==> src/design/dsc_pkg.sv <==
// Purpose: constants and types for the command spacing controller
// Assumes: command clock of 125 MHz, burst length 8
// Notes: nanosecond minimums are held in picoseconds and turned into cycles here
`default_nettype none
package dsc_pkg;
	// ---------------------------------------------------------------
	// clock and conversion
	// ---------------------------------------------------------------
	localparam int CK_PS = 8000;

	function automatic int dsc_ceil_ck(input int ps);
		return (ps + CK_PS - 1) / CK_PS;
	endfunction : dsc_ceil_ck

	function automatic int dsc_max(input int a, input int b);
		return (a > b) ? a : b;
	endfunction : dsc_max

	// ---------------------------------------------------------------
	// timing minimums
	// ---------------------------------------------------------------
	localparam int T_WTR_L_PS = 7500;
	localparam int WTR_L_NCK = 4;
	localparam int T_WTR_S_PS = 2500;
	localparam int WTR_S_NCK = 2;
	localparam int T_RTP_PS = 7500;
	localparam int RTP_NCK = 4;
	localparam int T_WR_PS = 15000;
	localparam int T_CRC_PS = 3750;
	localparam int CRC_NCK = 5;
	localparam int MRD_NCK = 8;
	localparam int T_MOD_PS = 15000;
	localparam int MOD_NCK = 24;
	localparam int MPRR_NCK = 1;
	localparam int CAL_NCK = 4;
	localparam int BURST_LEN = 8;
	// precharge time, plain default
	localparam int T_RP_PS = 15000;

	// derived cycle counts
	localparam int WTR_L_CK = dsc_max(WTR_L_NCK, dsc_ceil_ck(T_WTR_L_PS));
	localparam int WTR_S_CK = dsc_max(WTR_S_NCK, dsc_ceil_ck(T_WTR_S_PS));
	localparam int RTP_CK = dsc_max(RTP_NCK, dsc_ceil_ck(T_RTP_PS));
	localparam int WR_CK = dsc_max(1, dsc_ceil_ck(T_WR_PS));
	localparam int CRC_CK = dsc_max(CRC_NCK, dsc_ceil_ck(T_CRC_PS));
	localparam int MOD_CK = dsc_max(MOD_NCK, dsc_ceil_ck(T_MOD_PS));
	localparam int RP_CK = dsc_max(1, dsc_ceil_ck(T_RP_PS));

	// ---------------------------------------------------------------
	// widths and types
	// ---------------------------------------------------------------
	localparam int TW = 8;
	localparam int NBG = 4;
	localparam int NBANK = 16;
	localparam int HIST_W = 64;

	typedef enum logic [2:0] {
		CMD_ACT,
		CMD_RD,
		CMD_WR,
		CMD_PRE,
		CMD_MRS,
		CMD_MPR_RD,
		CMD_MPR_WR,
		CMD_NOP
	} dsc_cmd_t;

	typedef enum logic [1:0] {
		ST_IDLE,
		ST_HOLD,
		ST_CAL
	} dsc_state_t;
endpackage : dsc_pkg
`default_nettype wire

==> src/design/dsc_ctrl.sv <==
// Purpose: command issuer that keeps the memory's command spacing minimums
// Assumes: one clock domain; mode inputs stable while commands are pending
// Notes: gaps are counted between issue cycles on the dram_* outputs
//
// Contract
// - read after write, same bank group: max(4 cycles, 7.5 ns) after the write burst ends (write latency plus 4 cycles)
// - read to precharge same bank: at least max(4 cycles, 7.5 ns)
// - write recovery 15 ns; crc with mask adds max(5 cycles, 3.75 ns)
// - crc with mask: other-group write-to-read gets max(5, 3.75 ns) extra
// - crc with mask: same-group write-to-read gets max(5, 3.75 ns) extra
// - two mode register sets at least eight cycles apart
// - other commands wait max(24 cycles, 15 ns) after mode register set
// - one recovery cycle after multi-purpose register read
// - after multi-purpose register write wait update delay plus AL plus PL
// - auto-precharge write keeps bank busy for WR plus rounded-up precharge
// - in latency mode, command and address follow chip select by four cycles
`timescale 1ns/100ps
`default_nettype none
module dsc_ctrl (
	input wire logic clk_sys,
	input wire logic sys_rst,
	input wire logic req_valid,
	input wire dsc_pkg::dsc_cmd_t req_cmd,
	input wire logic [1:0] req_bg,
	input wire logic [1:0] req_ba,
	input wire logic req_ap,
	input wire logic crc_dm_en,
	input wire logic cal_en,
	input wire logic [5:0] cas_lat,
	input wire logic [5:0] cas_wr_lat,
	input wire logic [5:0] add_lat,
	input wire logic [5:0] par_lat,
	input wire logic [5:0] wr_prog,
	output logic req_ready,
	output logic dram_cs_n,
	output dsc_pkg::dsc_cmd_t dram_cmd,
	output logic [1:0] dram_bg,
	output logic [1:0] dram_ba,
	output logic dram_ap,
	output logic issued,
	output logic rd_strobe_win
);
	// ---------------------------------------------------------------
	// state
	// ---------------------------------------------------------------
	dsc_pkg::dsc_state_t st_q, st_d;
	dsc_pkg::dsc_cmd_t cmd_q, cmd_d;
	logic [1:0] bg_q, bg_d, ba_q, ba_d;
	logic ap_q, ap_d;
	logic [2:0] cal_q, cal_d;
	logic ready_q, ready_d, cs_n_q, cs_n_d, issued_q, issued_d;
	dsc_pkg::dsc_cmd_t pin_cmd_q, pin_cmd_d;
	logic [1:0] pin_bg_q, pin_bg_d, pin_ba_q, pin_ba_d;
	logic pin_ap_q, pin_ap_d;
	logic [dsc_pkg::HIST_W-1:0] hist_q, hist_d;
	logic win_q, win_d;

	// ---------------------------------------------------------------
	// spacing timers
	// ---------------------------------------------------------------
	logic fire;
	logic [dsc_pkg::TW-1:0] bank_cnt [dsc_pkg::NBANK];
	logic [dsc_pkg::TW-1:0] bg_cnt [dsc_pkg::NBG];
	logic [dsc_pkg::TW-1:0] wtrs_cnt, mrd_cnt, mod_cnt, mpr_cnt;
	logic [dsc_pkg::TW-1:0] bank_val, bg_val, wtrs_val, mpr_val;
	logic [dsc_pkg::TW-1:0] wl, wr_end, ext;
	logic [3:0] bank_idx;

	assign bank_idx = {bg_q, ba_q};
	assign wl = dsc_pkg::TW'(cas_wr_lat) + dsc_pkg::TW'(add_lat) + dsc_pkg::TW'(par_lat);
	assign wr_end = wl + dsc_pkg::TW'(dsc_pkg::BURST_LEN / 2);
	assign ext = crc_dm_en ? dsc_pkg::TW'(dsc_pkg::CRC_CK) : '0;

	always_comb begin
		bank_val = '0;
		bg_val = '0;
		wtrs_val = '0;
		mpr_val = '0;
		unique case (cmd_q)
			dsc_pkg::CMD_WR: begin
				bg_val = wr_end + dsc_pkg::TW'(dsc_pkg::WTR_L_CK) + ext - 1'b1;
				wtrs_val = wr_end + dsc_pkg::TW'(dsc_pkg::WTR_S_CK) + ext - 1'b1;
				if (ap_q) begin
					bank_val = wr_end + dsc_pkg::TW'(wr_prog) + ext
						+ dsc_pkg::TW'(dsc_pkg::RP_CK) - 1'b1;
				end else begin
					bank_val = wr_end + dsc_pkg::TW'(dsc_pkg::WR_CK) + ext - 1'b1;
				end
			end
			dsc_pkg::CMD_RD: begin
				bank_val = dsc_pkg::TW'(add_lat) + dsc_pkg::TW'(dsc_pkg::RTP_CK) - 1'b1;
				if (ap_q) begin
					bank_val = bank_val + dsc_pkg::TW'(dsc_pkg::RP_CK);
				end
			end
			dsc_pkg::CMD_MPR_RD: mpr_val = dsc_pkg::TW'(dsc_pkg::MPRR_NCK);
			dsc_pkg::CMD_MPR_WR: begin
				mpr_val = dsc_pkg::TW'(dsc_pkg::MOD_CK) + dsc_pkg::TW'(add_lat)
					+ dsc_pkg::TW'(par_lat) - 1'b1;
			end
			default: bank_val = '0;
		endcase
	end

	genvar gi;
	generate
		for (gi = 0; gi < dsc_pkg::NBANK; gi++) begin : g_bank
			dsc_timer u_bank (
				.clk_sys(clk_sys),
				.sys_rst(sys_rst),
				.load(fire && (bank_idx == 4'(gi))
					&& ((cmd_q == dsc_pkg::CMD_WR) || (cmd_q == dsc_pkg::CMD_RD))),
				.load_val(bank_val),
				.count(bank_cnt[gi])
			);
		end
		for (gi = 0; gi < dsc_pkg::NBG; gi++) begin : g_bg
			dsc_timer u_bg (
				.clk_sys(clk_sys),
				.sys_rst(sys_rst),
				.load(fire && (bg_q == 2'(gi)) && (cmd_q == dsc_pkg::CMD_WR)),
				.load_val(bg_val),
				.count(bg_cnt[gi])
			);
		end
	endgenerate

	dsc_timer u_wtrs (
		.clk_sys(clk_sys),
		.sys_rst(sys_rst),
		.load(fire && (cmd_q == dsc_pkg::CMD_WR)),
		.load_val(wtrs_val),
		.count(wtrs_cnt)
	);

	dsc_timer u_mrd (
		.clk_sys(clk_sys),
		.sys_rst(sys_rst),
		.load(fire && (cmd_q == dsc_pkg::CMD_MRS)),
		.load_val(dsc_pkg::TW'(dsc_pkg::MRD_NCK - 1)),
		.count(mrd_cnt)
	);

	dsc_timer u_mod (
		.clk_sys(clk_sys),
		.sys_rst(sys_rst),
		.load(fire && (cmd_q == dsc_pkg::CMD_MRS)),
		.load_val(dsc_pkg::TW'(dsc_pkg::MOD_CK - 1)),
		.count(mod_cnt)
	);

	dsc_timer u_mpr (
		.clk_sys(clk_sys),
		.sys_rst(sys_rst),
		.load(fire && ((cmd_q == dsc_pkg::CMD_MPR_RD) || (cmd_q == dsc_pkg::CMD_MPR_WR))),
		.load_val(mpr_val),
		.count(mpr_cnt)
	);

	// ---------------------------------------------------------------
	// legality of the held command
	// ---------------------------------------------------------------
	logic legal;
	always_comb begin
		legal = (mpr_cnt == '0) && (mod_cnt == '0);
		unique case (cmd_q)
			dsc_pkg::CMD_MRS: legal = (mpr_cnt == '0) && (mrd_cnt == '0);
			dsc_pkg::CMD_RD: begin
				legal = legal && (bg_cnt[bg_q] == '0) && (wtrs_cnt == '0);
			end
			dsc_pkg::CMD_ACT, dsc_pkg::CMD_PRE: begin
				legal = legal && (bank_cnt[bank_idx] == '0);
			end
			default: legal = legal;
		endcase
	end

	// ---------------------------------------------------------------
	// issue sequencer
	// ---------------------------------------------------------------
	always_comb begin
		st_d = st_q;
		cmd_d = cmd_q;
		{bg_d, ba_d, ap_d} = {bg_q, ba_q, ap_q};
		cal_d = cal_q;
		ready_d = ready_q;
		cs_n_d = 1'b1;
		issued_d = 1'b0;
		pin_cmd_d = dsc_pkg::CMD_NOP;
		{pin_bg_d, pin_ba_d, pin_ap_d} = {pin_bg_q, pin_ba_q, pin_ap_q};
		fire = 1'b0;
		unique case (st_q)
			dsc_pkg::ST_IDLE: begin
				if (req_valid && ready_q) begin
					cmd_d = req_cmd;
					bg_d = req_bg;
					ba_d = req_ba;
					ap_d = req_ap;
					ready_d = 1'b0;
					st_d = dsc_pkg::ST_HOLD;
				end else if (!ready_q && !req_valid) begin
					ready_d = 1'b1;
				end
			end
			dsc_pkg::ST_HOLD: begin
				if (legal && cal_en) begin
					cs_n_d = 1'b0;
					cal_d = 3'(dsc_pkg::CAL_NCK - 1);
					st_d = dsc_pkg::ST_CAL;
				end else if (legal) begin
					fire = 1'b1;
				end
			end
			dsc_pkg::ST_CAL: begin
				if (cal_q != '0) begin
					cal_d = cal_q - 1'b1;
				end else begin
					fire = 1'b1;
				end
			end
			default: st_d = dsc_pkg::ST_IDLE;
		endcase
		if (fire) begin
			cs_n_d = cal_en;
			issued_d = 1'b1;
			pin_cmd_d = cmd_q;
			{pin_bg_d, pin_ba_d, pin_ap_d} = {bg_q, ba_q, ap_q};
			ready_d = 1'b1;
			st_d = dsc_pkg::ST_IDLE;
		end
	end

	// ---------------------------------------------------------------
	// read strobe window
	// ---------------------------------------------------------------
	logic [6:0] rl;
	assign rl = 7'(cas_lat) + 7'(add_lat) + 7'(par_lat);

	always_comb begin
		hist_d = {hist_q[dsc_pkg::HIST_W-2:0], fire && (cmd_q == dsc_pkg::CMD_RD)};
		win_d = 1'b0;
		for (int j = 0; j < dsc_pkg::HIST_W; j++) begin
			if ((7'(j) + 7'd1 >= rl) && (7'(j) < rl + 7'(dsc_pkg::BURST_LEN / 2))) begin
				win_d = win_d | hist_d[j];
			end
		end
	end

	always_ff @(posedge clk_sys) begin
		if (sys_rst) begin
			st_q <= dsc_pkg::ST_IDLE;
			cmd_q <= dsc_pkg::CMD_NOP;
			pin_cmd_q <= dsc_pkg::CMD_NOP;
			{bg_q, ba_q, ap_q, cal_q} <= '0;
			{ready_q, issued_q, pin_ap_q, win_q} <= '0;
			{pin_bg_q, pin_ba_q, hist_q} <= '0;
			cs_n_q <= 1'b1;
		end else begin
			st_q <= st_d;
			cmd_q <= cmd_d;
			pin_cmd_q <= pin_cmd_d;
			{bg_q, ba_q, ap_q, cal_q} <= {bg_d, ba_d, ap_d, cal_d};
			{ready_q, issued_q, pin_ap_q, win_q} <= {ready_d, issued_d, pin_ap_d, win_d};
			{pin_bg_q, pin_ba_q, hist_q} <= {pin_bg_d, pin_ba_d, hist_d};
			cs_n_q <= cs_n_d;
		end
	end

	assign req_ready = ready_q;
	assign dram_cs_n = cs_n_q;
	assign dram_cmd = pin_cmd_q;
	assign dram_bg = pin_bg_q;
	assign dram_ba = pin_ba_q;
	assign dram_ap = pin_ap_q;
	assign issued = issued_q;
	assign rd_strobe_win = win_q;
endmodule : dsc_ctrl
`default_nettype wire

==> src/design/dsc_timer.sv <==
// Purpose: spacing down-counter; a load never shortens a running wait
// Assumes: load value is the remaining cycles minus one
// Notes: count reads zero when the guarded command may issue
`timescale 1ns/100ps
`default_nettype none
module dsc_timer (
	input wire logic clk_sys,
	input wire logic sys_rst,
	input wire logic load,
	input wire logic [dsc_pkg::TW-1:0] load_val,
	output logic [dsc_pkg::TW-1:0] count
);
	logic [dsc_pkg::TW-1:0] cnt_q;
	logic [dsc_pkg::TW-1:0] cnt_d;

	always_comb begin
		if (cnt_q != '0) begin
			cnt_d = cnt_q - 1'b1;
		end else begin
			cnt_d = '0;
		end
		if (load && (load_val > cnt_d)) begin
			cnt_d = load_val;
		end
	end

	always_ff @(posedge clk_sys) begin
		if (sys_rst) begin
			cnt_q <= '0;
		end else begin
			cnt_q <= cnt_d;
		end
	end

	assign count = cnt_q;
endmodule : dsc_timer
`default_nettype wire

==> config.mk <==
export PLATFORM = sky130hd
export DESIGN_NAME = dsc_ctrl
export DESIGN_NICKNAME = d
export VERILOG_FILES = /design/src/design/dsc_pkg.sv /design/src/design/dsc_ctrl.sv /design/src/design/dsc_timer.sv
export SDC_FILE = /design/constraint.sdc
export NUM_CORES = 1
export LEC_CHECK = 0
export BUFFER_PORTS_ARGS = -buffer_cell sky130_fd_sc_hd__buf_2
export CORE_UTILIZATION = 45
export DETAILED_ROUTE_END_ITERATION = 8
export MAX_ROUTING_LAYER = met4
export SYNTH_ARGS = -nofsm -noshare
export SYNTH_HDL_FRONTEND = slang
export SYNTH_SLANG_ARGS = --single-unit
==> constraint.sdc <==
create_clock -name clk_sys -period 13.7 [get_ports clk_sys]
set_clock_uncertainty 0.05 [all_clocks]
set_input_delay 1.37 -clock clk_sys [delete_from_list [all_inputs] [get_ports clk_sys]]
set_output_delay 1.37 -clock clk_sys [all_outputs]
set_load 0.02 [all_outputs]
==> run summary, run 1 <==
run status -> completed
GR Util All Layers -> 25.56%
Pleak -> 10.93 nW
syn_nets -> 3,058
startpoint types -> input port
Rows -> 80
Max-Cap Viols -> 0
CTS max path bufs -> 3
R2R cell count -> 13
hold buffer count at cts -> 0
Worst EP required -> 14.04 ns
total negative slack -> 0 ns
gr busiest metal -> met2
Core Area -> 47,750 um2
drt pass-1 iters -> 7
GR Overflow Total -> 0
Final setup viols -> 0
Max VDD drop -> 0.00009889 V
CTS clk-pin slew, worst paths -> 0.06 ns
clock latency on the worst-skew pair -> 0.55 ns
WL final -> 61,930 um
Unique masters post-synth -> 84
share of cells above drive strength 1 -> 8.295%
top_reg_cell synth -> dfxtp_1
Vias/cell -> 5.848
Sink Count -> 280
FFs w/ async S/R, synth -> 0%
Crit Reg-Reg Endpoint -> g_bank[13].u_bank.count[4]
fin worst setup slack -> 5.482 ns
WL/cell -> 18.15 um
Final Total Pwr -> 5.526 mW
first-pass GRT wire length -> 99,830 um
IO Pins -> 55
fin crit period -> 8.218 ns
Final Hold Violating Endpoints -> 0
Post-Syn Area -> 21,770 um2
Placed Cells -> 3,348
Setup crit end -> g_bank[13].u_bank.count[4]
Antenna Nets Post-Route -> 0
Synth-to-Final Area Change -> 9.919%
sequential-to-total area share from yosys stat -> 25.74%
Setup crit start -> add_lat[1]
Worst-Margin Slew -> 1.251 ns
Synth Instances -> 2,742
# DRC -> 0
Arr. time, crit path -> 8.55 ns
RR Startpoint -> cmd_q[2]
Fillers -> 4,537
IO buf count -> 54
count of pins over their slew limit -> 0
First DRT Iteration DRCs -> 1,426
Die X -> 222.0 um
die area -> 49,270 um2
CTS tree -> yes
met3 Use GR -> 3.406%
M1 GR Usage -> 33.37%
RSZ-0062 raised after global routing -> no
period utilization -> 59.99%
post-cts sizing count -> 0
CTS Buf Count -> 36
worst slack, placed -> 5.053 ns
pwr/cell area -> 230.9 nW/um2
Fmax -> 0.1217 GHz
Synth Warn # -> 0
antenna violations before repair -> 2
met2 usage -> 40.24%
crit path capture type -> register
nets@finish -> 3,087
Setup Fix Bufs, Post-CTS -> 0
FF-to-FF setup slack -> 8.36 ns
die height -> 222.0 um
number of synthesized flops with an enable pin -> 0
vias in the first global route -> 19,230
H-Tree Depth -> 2
flops & latches, synth -> 280
final std cells w/o fill -> 3,413
largest net degree at the start of global routing -> 101
CTS root buffer -> clkbuf_16
Slew headroom -> 16.42%
Hold WC Path Type -> register to register
Final GP Congestion -> 0.9423
crit path kind -> input port to register
crit path max fanout -> 16
Post-Synthesis Mean Instance Area -> 7.941 um2
HPWL after DPL -> 43,970 um
Starting Density -> 45.60%
post-layout util -> 50.13%
total number of vias -> 19,960
-- worst min-delay path by stage --
stage / startpoint / endpoint / slack, ns / cells past startpoint
after global routing: hist_q[34] / hist_q[35] / 0.42 / 2
final: hist_q[36] / hist_q[37] / 0.38 / 2
after global placement: hist_q[36] / hist_q[37] / 0.38 / 2
after detailed placement: hist_q[36] / hist_q[37] / 0.38 / 2
after floorplan: hist_q[34] / hist_q[35] / 0.35 / 2
after CTS: hist_q[36] / hist_q[37] / 0.39 / 2
-- critical path: stages --
cell	delay [ns]
buf_2	0.15
fa_1	0.42
fa_1	0.44
ha_1	0.24
fa_1	0.40
xor2_1	0.45
ha_1	0.34
ha_1	0.31
inv_1	0.09
o21bai_1	0.08
a21oi_1	0.18
xor2_1	0.16
a22oi_1	0.08
a31oi_1	0.89
inv_1	0.58
buf_4	0.40
ha_1	0.33
o21a_1	0.12
o21ai_0	0.09
a2111oi_2	1.12
or2_2	0.25
a21oi_1	0.06
-- cell usage after synthesis, types with 47 or more instances --
cell	instances	share of area [%]
dfxtp_1	280	26
nor2b_1	114	3.3
xor2_1	56	2.3
ha_1	256	15
nand2_1	192	3.3
mux2i_1	99	4.6
clkbuf_1	76	1.3
o21a_1	60	2.1
a21o_1	52	1.8
nor3_1	82	1.9
inv_1	180	3.1
a211oi_1	59	2.0
nor2_1	335	5.8
nand4_1	52	1.5
or2_2	49	1.4
o21ai_0	112	2.6
a21oi_1	190	4.4
nand3_1	47	1.1
-- layer usage --
layer | share of wire [%] | up-vias
met5 | 0 | -
met4 | 3.1 | 0
met1 | 46 | 9405
li1 | - | 9858
met2 | 45 | 571
met3 | 5.7 | 125
-- kinds of logic (layout without fill, tap and decap cells) --
| kind of cell | after synthesis | in the layout | share of synthesized area [%] |
|---|---|---|---|
| multiplexers | 106 | 106 | 4.913 |
| adder cells (fa/ha/maj) | 274 | 274 | 16.32 |
| AO/OA/AOI/OAI | 655 | 655 | 20.00 |
| AND/OR/NAND/NOR | 1049 | 1049 | 24.05 |
| other | 0 | 1 | 0 |
| buffers and inverters | 276 | 331 | 4.867 |
| flip-flops | 280 | 280 | 25.74 |
| XOR/XNOR | 102 | 102 | 4.103 |
-- where the power goes --
group | total (mW) | internal, mW | leakage (nW) | switching, mW
Clock | 0.935 | 0.559 | 0.577 | 0.377
Sequential | 1.25 | 1.03 | 2.29 | 0.217
Combinational | 3.34 | 1.43 | 8.06 | 1.91
Total | 5.53 | 3.02 | 10.9 | 2.50
-- sequential cells by signal (all words and copies together) (netlist names), 8 cells and up --
register	count
u_mrd.count	8
u_mpr.count	8
u_wtrs.count	8
g_bank.u_bank.count	128
g_bg.u_bg.count	32
u_mod.count	8
hist_q	63
-- area by class of cell --
class | count | area [um2] | area share [%]
multi-input cells | 2186 | 15190 | 63.47
flip-flops and latches | 280 | 5605 | 23.42
clock buffers | 55 | 1114 | 4.653
well taps | 615 | 769.5 | 3.215
inverters | 180 | 675.6 | 2.823
repair buffers | 87 | 526.8 | 2.201
clock inverters | 9 | 50.05 | 0.2091
diodes | 1 | 2.502 | 0.01046
-- metrics by stage --
step / cell area, um2 / hold WS, ns
finish: 23930 / 0.3830
global route: 23930 / 0.4221
CTS: 23930 / 0.3863
detailed placement: 22770 / 0.3778
global placement: 22770 / 0.3805
floorplan: 21770 / 0.3539
-- placed cells by master (no fill, tap or decap), types with 26 or more instances in the layout --
| master | n |
|---|---|
| nor2_1 | 335 |
| dfxtp_1 | 280 |
| ha_1 | 256 |
| nand2_1 | 192 |
| a21oi_1 | 189 |
| inv_1 | 180 |
| nor2b_1 | 114 |
| o21ai_0 | 112 |
| mux2i_1 | 99 |
| nor3_1 | 82 |
| o21a_1 | 60 |
| a211oi_1 | 59 |
| xor2_1 | 56 |
| buf_2 | 53 |
| a21o_1 | 52 |
| nand4_1 | 52 |
| or2_2 | 49 |
| nand3_1 | 47 |
| xnor2_1 | 46 |
| clkbuf_16 | 37 |
| nand2b_1 | 33 |
| buf_4 | 33 |
| nor4_1 | 26 |
Note: power is estimated with default switching activity, not from simulation.
==> run 2, diff against run 1 <==
==> constraint.sdc (replaced) <==
create_clock -name clk_sys -period 8.3 [get_ports clk_sys]
set_clock_uncertainty 0.05 [all_clocks]
set_input_delay 0.83 -clock clk_sys [delete_from_list [all_inputs] [get_ports clk_sys]]
set_output_delay 0.83 -clock clk_sys [all_outputs]
set_load 0.02 [all_outputs]
==> run summary, run 2 (synthesis results as in run 1) <==
run status -> completed
IO Pins -> 55 (unchanged)
Final setup viols -> 0 (unchanged)
Synth-to-Final Area Change -> 10.31%
Fillers -> 4,569 (+0.71%)
antenna violations before repair -> 1 (-1)
CTS clk-pin slew, worst paths -> 0.06 ns (about the same)
Vias/cell -> 5.915 (+1.1%)
WL/cell -> 18.73 um (+3.2%)
hold slack final -> 0.3907 ns (+0.007621 ns)
Final Hold Violating Endpoints -> 0 (unchanged)
Setup Fix Bufs, Post-CTS -> 0 (unchanged)
Rows -> 80 (unchanged)
CTS root buffer -> clkbuf_16
First DRT Iteration DRCs -> 1,525 (+6.9%)
Worst-Margin Slew -> 1.184 ns (-0.06709 ns)
fin crit period -> 6.730 ns
hold buffer count at cts -> 0 (unchanged)
HPWL after DPL -> 46,280 um (+5.2%)
drt pass-1 iters -> 5 (-2)
count of pins over their slew limit -> 0 (unchanged)
most common cell after layout, fill and taps aside -> nor2_1
Sink Count -> 280 (unchanged)
GR Overflow Total -> 0 (unchanged)
Final GP Congestion -> 0.9416 (about the same)
H-Tree Depth -> 2 (unchanged)
Fmax -> 0.1486 GHz
Ant. Diodes -> 0 (-1)
# DRC -> 0 (unchanged)
Pleak -> 10.99 nW (+0.52%)
RSZ-0062 raised after global routing -> no
Slew headroom -> 20.57% (+4.2 points)
startpoint types -> input port
most frequent cells in the layout -> nor2_1, dfxtp_1, ha_1, nand2_1, a21oi_1
vias in the first global route -> 19,490 (+1.3%)
Max-Cap Viols -> 0 (unchanged)
CTS max path bufs -> 3 (unchanged)
Die X -> 222.0 um (unchanged)
total number of vias -> 20,230 (+1.4%)
CTS tree -> yes
first-pass GRT wire length -> 102,500 um (+2.7%)
crit path max fanout -> 15 (-1)
placed cell area -> 22,850 um2 (+0.35%)
nets@finish -> 3,095 (+0.26%)
post-layout util -> 50.30% (+0.18 points)
Arr. time, crit path -> 7.08 ns (-1.47 ns)
Hold WC Path Type -> register to register
share of cells above drive strength 1 -> 8.696% (+0.40 points)
die height -> 222.0 um (unchanged)
number of flip-flops in the largest register -> 128 (unchanged)
die area -> 49,270 um2 (unchanged)
largest net degree at the start of global routing -> 155 (+53%)
crit path capture type -> register
crit path kind -> input port to register
CTS Buf Count -> 35 (-2.8%)
Starting Density -> 45.60% (unchanged)
post-cts sizing count -> 0 (unchanged)
total negative slack -> 0 ns (unchanged)
Worst EP required -> 8.65 ns (-5.39 ns)
pwr/cell area -> 384.1 nW/um2 (+66%)
Max VDD drop -> 0.0002322 V (+130%)
IO buf count -> 54 (unchanged)
clock latency on the worst-skew pair -> 0.57 ns (+0.02 ns)
period utilization -> 81.09%
Antenna Nets Post-Route -> 0 (unchanged)
WL final -> 64,070 um (+3.4%)
GR Util All Layers -> 26.46% (+0.91 points)
final std cell area, no fill -> 24,020 um2 (+0.36%)
Core Area -> 47,750 um2 (unchanged)
[run 2: per-layer routing]
metal / track usage, % / up-vias / part of all wire (%)
met4: 9.879 / 0 / 3.4
met2: 42.04 / 561 / 45
met5: - / - / 0
met1: 34.17 / 9634 / 46
li1: - / 9879 / -
met3: 3.538 / 160 / 5.3
[run 2: power breakdown]
part | switching [mW] | total (mW) | internal, mW
logic | 3.21 | 5.58 | 2.37
registers | 0.359 | 2.07 | 1.71
clock network | 0.645 | 1.57 | 0.930
[run 2: stage by stage]
stage	worst slack, ns	power, mW	std cells
2_1_floorplan	1.685	6.301	2742
3_3_place_gp	1.265	7.365	3357
3_5_place_dp	1.048	7.575	3357
4_1_cts	1.634	9.203	3421
5_1_grt	1.258	10.08	3421
6_report	1.570	9.224	3421
[run 2: path summary, 6_finish.rpt]
path                                                  end  slack, ns  cells past startpoint            from
worst min register to register                 hist_q[37]       0.39                      2      hist_q[36]
worst min-delay path                           hist_q[37]       0.39                      2      hist_q[36]
worst max-delay path            g_bank[8].u_bank.count[0]       1.57                     23      add_lat[1]
worst max register to register      g_bg[0].u_bg.count[1]       3.19                     12  u_mrd.count[0]
[run 2: cell type report]
cell class | count | area, um2 | share of cell area, %
repair buffers | 96 | 606.8 | 2.527
multi-input cells | 2186 | 15190 | 63.24
clock buffers | 48 | 1025 | 4.267
flip-flops and latches | 280 | 5605 | 23.34
inverters | 180 | 675.6 | 2.813
clock inverters | 16 | 146.4 | 0.6095
well taps | 615 | 769.5 | 3.204
[run 2: critical path, stage by stage]
cell      delay (ns)
buf_2           0.14
fa_1            0.41
fa_1            0.45
ha_1            0.23
fa_1            0.40
xor2_1          0.44
ha_1            0.33
ha_1            0.31
inv_1           0.09
o21bai_1        0.08
a21oi_1         0.19
xor2_1          0.09
a22oi_1         0.14
a31oi_1         0.07
buf_4           0.19
inv_1           0.53
buf_4           0.36
ha_1            0.28
o21a_1          0.11
o21a_1          0.16
o211ai_1        0.89
mux2i_1         0.30
nor2_1          0.05
==> run 3, diff against run 2 <==
==> constraint.sdc (replaced) <==
create_clock -name clk_sys -period 6.7 [get_ports clk_sys]
set_clock_uncertainty 0.05 [all_clocks]
set_input_delay 0.67 -clock clk_sys [delete_from_list [all_inputs] [get_ports clk_sys]]
set_output_delay 0.67 -clock clk_sys [all_outputs]
set_load 0.02 [all_outputs]
==> run summary, run 3 (synthesis results as in run 1) <==
run status -> completed
fin crit period -> 5.842 ns
clock latency on the worst-skew pair -> 0.57 ns (about the same)
Hold WC Path Type -> input port to register
Fmax -> 0.1712 GHz
H-Tree Depth -> 2 (unchanged)
total negative slack -> 0 ns (unchanged)
Slew headroom -> 26.71% (+6.1 points)
CTS root buffer -> clkbuf_16
M1 GR Usage -> 33.43% (-0.73 points)
largest net degree at the start of global routing -> 94 (-39%)
final std cell area, no fill -> 24,320 um2 (+1.2%)
Sw Pwr -> 5.181 mW (+23%)
number of flip-flops in the largest register -> 128 (unchanged)
CTS clk-pin slew, worst paths -> 0.06 ns (about the same)
gr busiest metal -> met2
Max-Cap Viols -> 0 (unchanged)
Core Area -> 47,750 um2 (unchanged)
met3 Use GR -> 4.002% (+0.46 points)
total number of vias -> 20,270 (+0.17%)
Sw Ratio -> 44.94% (-0.73 points)
most frequent cells in the layout -> nor2_1, dfxtp_1, ha_1, nand2_1, a21oi_1
clock group share of total power -> 17.8% (+0.7 points)
first-pass GRT wire length -> 102,900 um (+0.38%)
die height -> 222.0 um (unchanged)
nets@finish -> 3,121 (+0.84%)
crit path max fanout -> 13 (-2)
CTS max path bufs -> 3 (unchanged)
hold slack final -> 0.2826 ns (-0.1081 ns)
CTS Buf Count -> 35 (unchanged)
Crit Reg-Reg Endpoint -> g_bg[1].u_bg.count[1]
Pleak -> 11.14 nW (+1.4%)
Vias/cell -> 5.880 (-0.58%)
GR Overflow Total -> 0 (unchanged)
# DRC -> 0 (unchanged)
Arr. time, crit path -> 6.19 ns (-0.89 ns)
Sink Count -> 280 (unchanged)
Starting Density -> 45.60% (unchanged)
Rows -> 80 (unchanged)
met2 usage -> 42.52% (+0.49 points)
Worst EP required -> 7.05 ns (-1.60 ns)
share of cells above drive strength 1 -> 9.431% (+0.74 points)
Final setup viols -> 0 (unchanged)
Final Total Pwr -> 11.53 mW (+25%)
Setup crit end -> g_bank[1].u_bank.count[1]
WL/cell -> 18.38 um (-1.8%)
register share of total power -> 22.1% (-0.3 points)
Die X -> 222.0 um (unchanged)
hold buffer count at cts -> 0 (unchanged)
startpoint types -> input port
count of pins over their slew limit -> 0 (unchanged)
die area -> 49,270 um2 (unchanged)
most common cell after layout, fill and taps aside -> nor2_1
IO Pins -> 55 (unchanged)
crit path kind -> input port to register
IO buf count -> 54 (unchanged)
Setup crit start -> add_lat[2]
vias in the first global route -> 19,910 (+2.2%)
Antenna Nets Post-Route -> 0 (unchanged)
HPWL after DPL -> 46,440 um (+0.36%)
period utilization -> 87.19%
R2R cell count -> 12 (unchanged)
Final Hold Violating Endpoints -> 0 (unchanged)
pwr/cell area -> 474.1 nW/um2 (+23%)
Max VDD drop -> 0.0002622 V (+13%)
Final GP Congestion -> 0.9512 (+1.0%)
First DRT Iteration DRCs -> 1,343 (-12%)
Synth-to-Final Area Change -> 11.68%
RSZ-0062 raised after global routing -> no
drt pass-1 iters -> 5 (unchanged)
RR Startpoint -> u_mrd.count[0]
placed cell area -> 23,070 um2 (+0.96%)
Comb pwr share -> 60.1% (-0.4 points)
Setup Fix Bufs, Post-CTS -> 0 (unchanged)
GR Util All Layers -> 26.42% (-0.045 points)
Int Pwr -> 6.348 mW (+27%)
crit path capture type -> register
Worst Hold Depth -> 3 (+1)
WL final -> 63,370 um (-1.1%)
CTS tree -> yes
post-cts sizing count -> 0 (unchanged)
antenna violations before repair -> 1 (unchanged)
Worst-Margin Slew -> 1.088 ns (-0.09641 ns)
FF-to-FF setup slack -> 1.65 ns (-1.54 ns)
[run 3: changes by cell type in the layout (fill, tap and decap cells not counted), moves of 2 or more]
cell       change
clkbuf_8       -3
buf_12         +2
clkinv_2       -6
buf_4         +24
clkbuf_1       +2
bufinv_16      +3
[run 3: power by group through the flow]
stage	registers (mW)	logic (mW)	clock network (mW)
6_report	2.55	6.93	2.05
5_1_grt	2.62	7.85	2.16
4_1_cts	2.54	6.88	2.09
3_5_place_dp	2.57	6.84	0
3_3_place_gp	2.55	6.65	0
2_1_floorplan	2.46	5.34	0
[run 3: cell type report]
class / count / area, um2
flip-flops and latches: 280 / 5605
well taps: 615 / 769.5
clock buffers: 48 / 1016
multi-input cells: 2186 / 15190
clock inverters: 15 / 230.2
fillers: 4537 / 23430
repair buffers: 122 / 827.0
inverters: 180 / 675.6
diodes: 1 / 2.502
[run 3: worst max-delay path: stages]
cell and delay [ns]:
buf_2 0.15, inv_1 0.08, ha_1 0.27, inv_1 0.05, fa_1 0.45, ha_1 0.33
inv_1 0.06, fa_1 0.48, inv_1 0.04, ha_1 0.32, a21oi_1 0.17, nor2_1 0.05
nor2_1 0.16, o21bai_1 0.09, a21oi_1 0.18, xor2_1 0.17, a22oi_1 0.09, a31oi_1 0.40
inv_1 0.11, buf_4 0.21, ha_1 0.32, nand4_1 0.12, o2111ai_1 0.88, mux2i_1 0.26
nor2_1 0.06
[run 3: how the worst min path moves through the flow]
stage,end,start
after floorplan,hist_q[35],hist_q[34]
after global placement,hist_q[37],hist_q[36]
after detailed placement,hist_q[35],hist_q[34]
after CTS,cmd_q[1],req_cmd[1]
after global routing,bg_q[1],req_bg[1]
final,cmd_q[1],req_cmd[1]
[run 3: per-layer routing]
layer,wire length [um],up-vias
li1,-,9939
met1,28510,9641
met2,29030,553
met3,3796,136
met4,2031,0
met5,0,-
[run 3: per-stage QoR]
step	setup slack, ns	instances	util [%]
floorplan	0.2453	2742	-
global placement	0.4462	3383	48.31
detailed placement	0.3339	3383	48.31
CTS	0.8929	3446	50.92
global route	0.4374	3447	50.93
finish	0.8582	3447	50.93
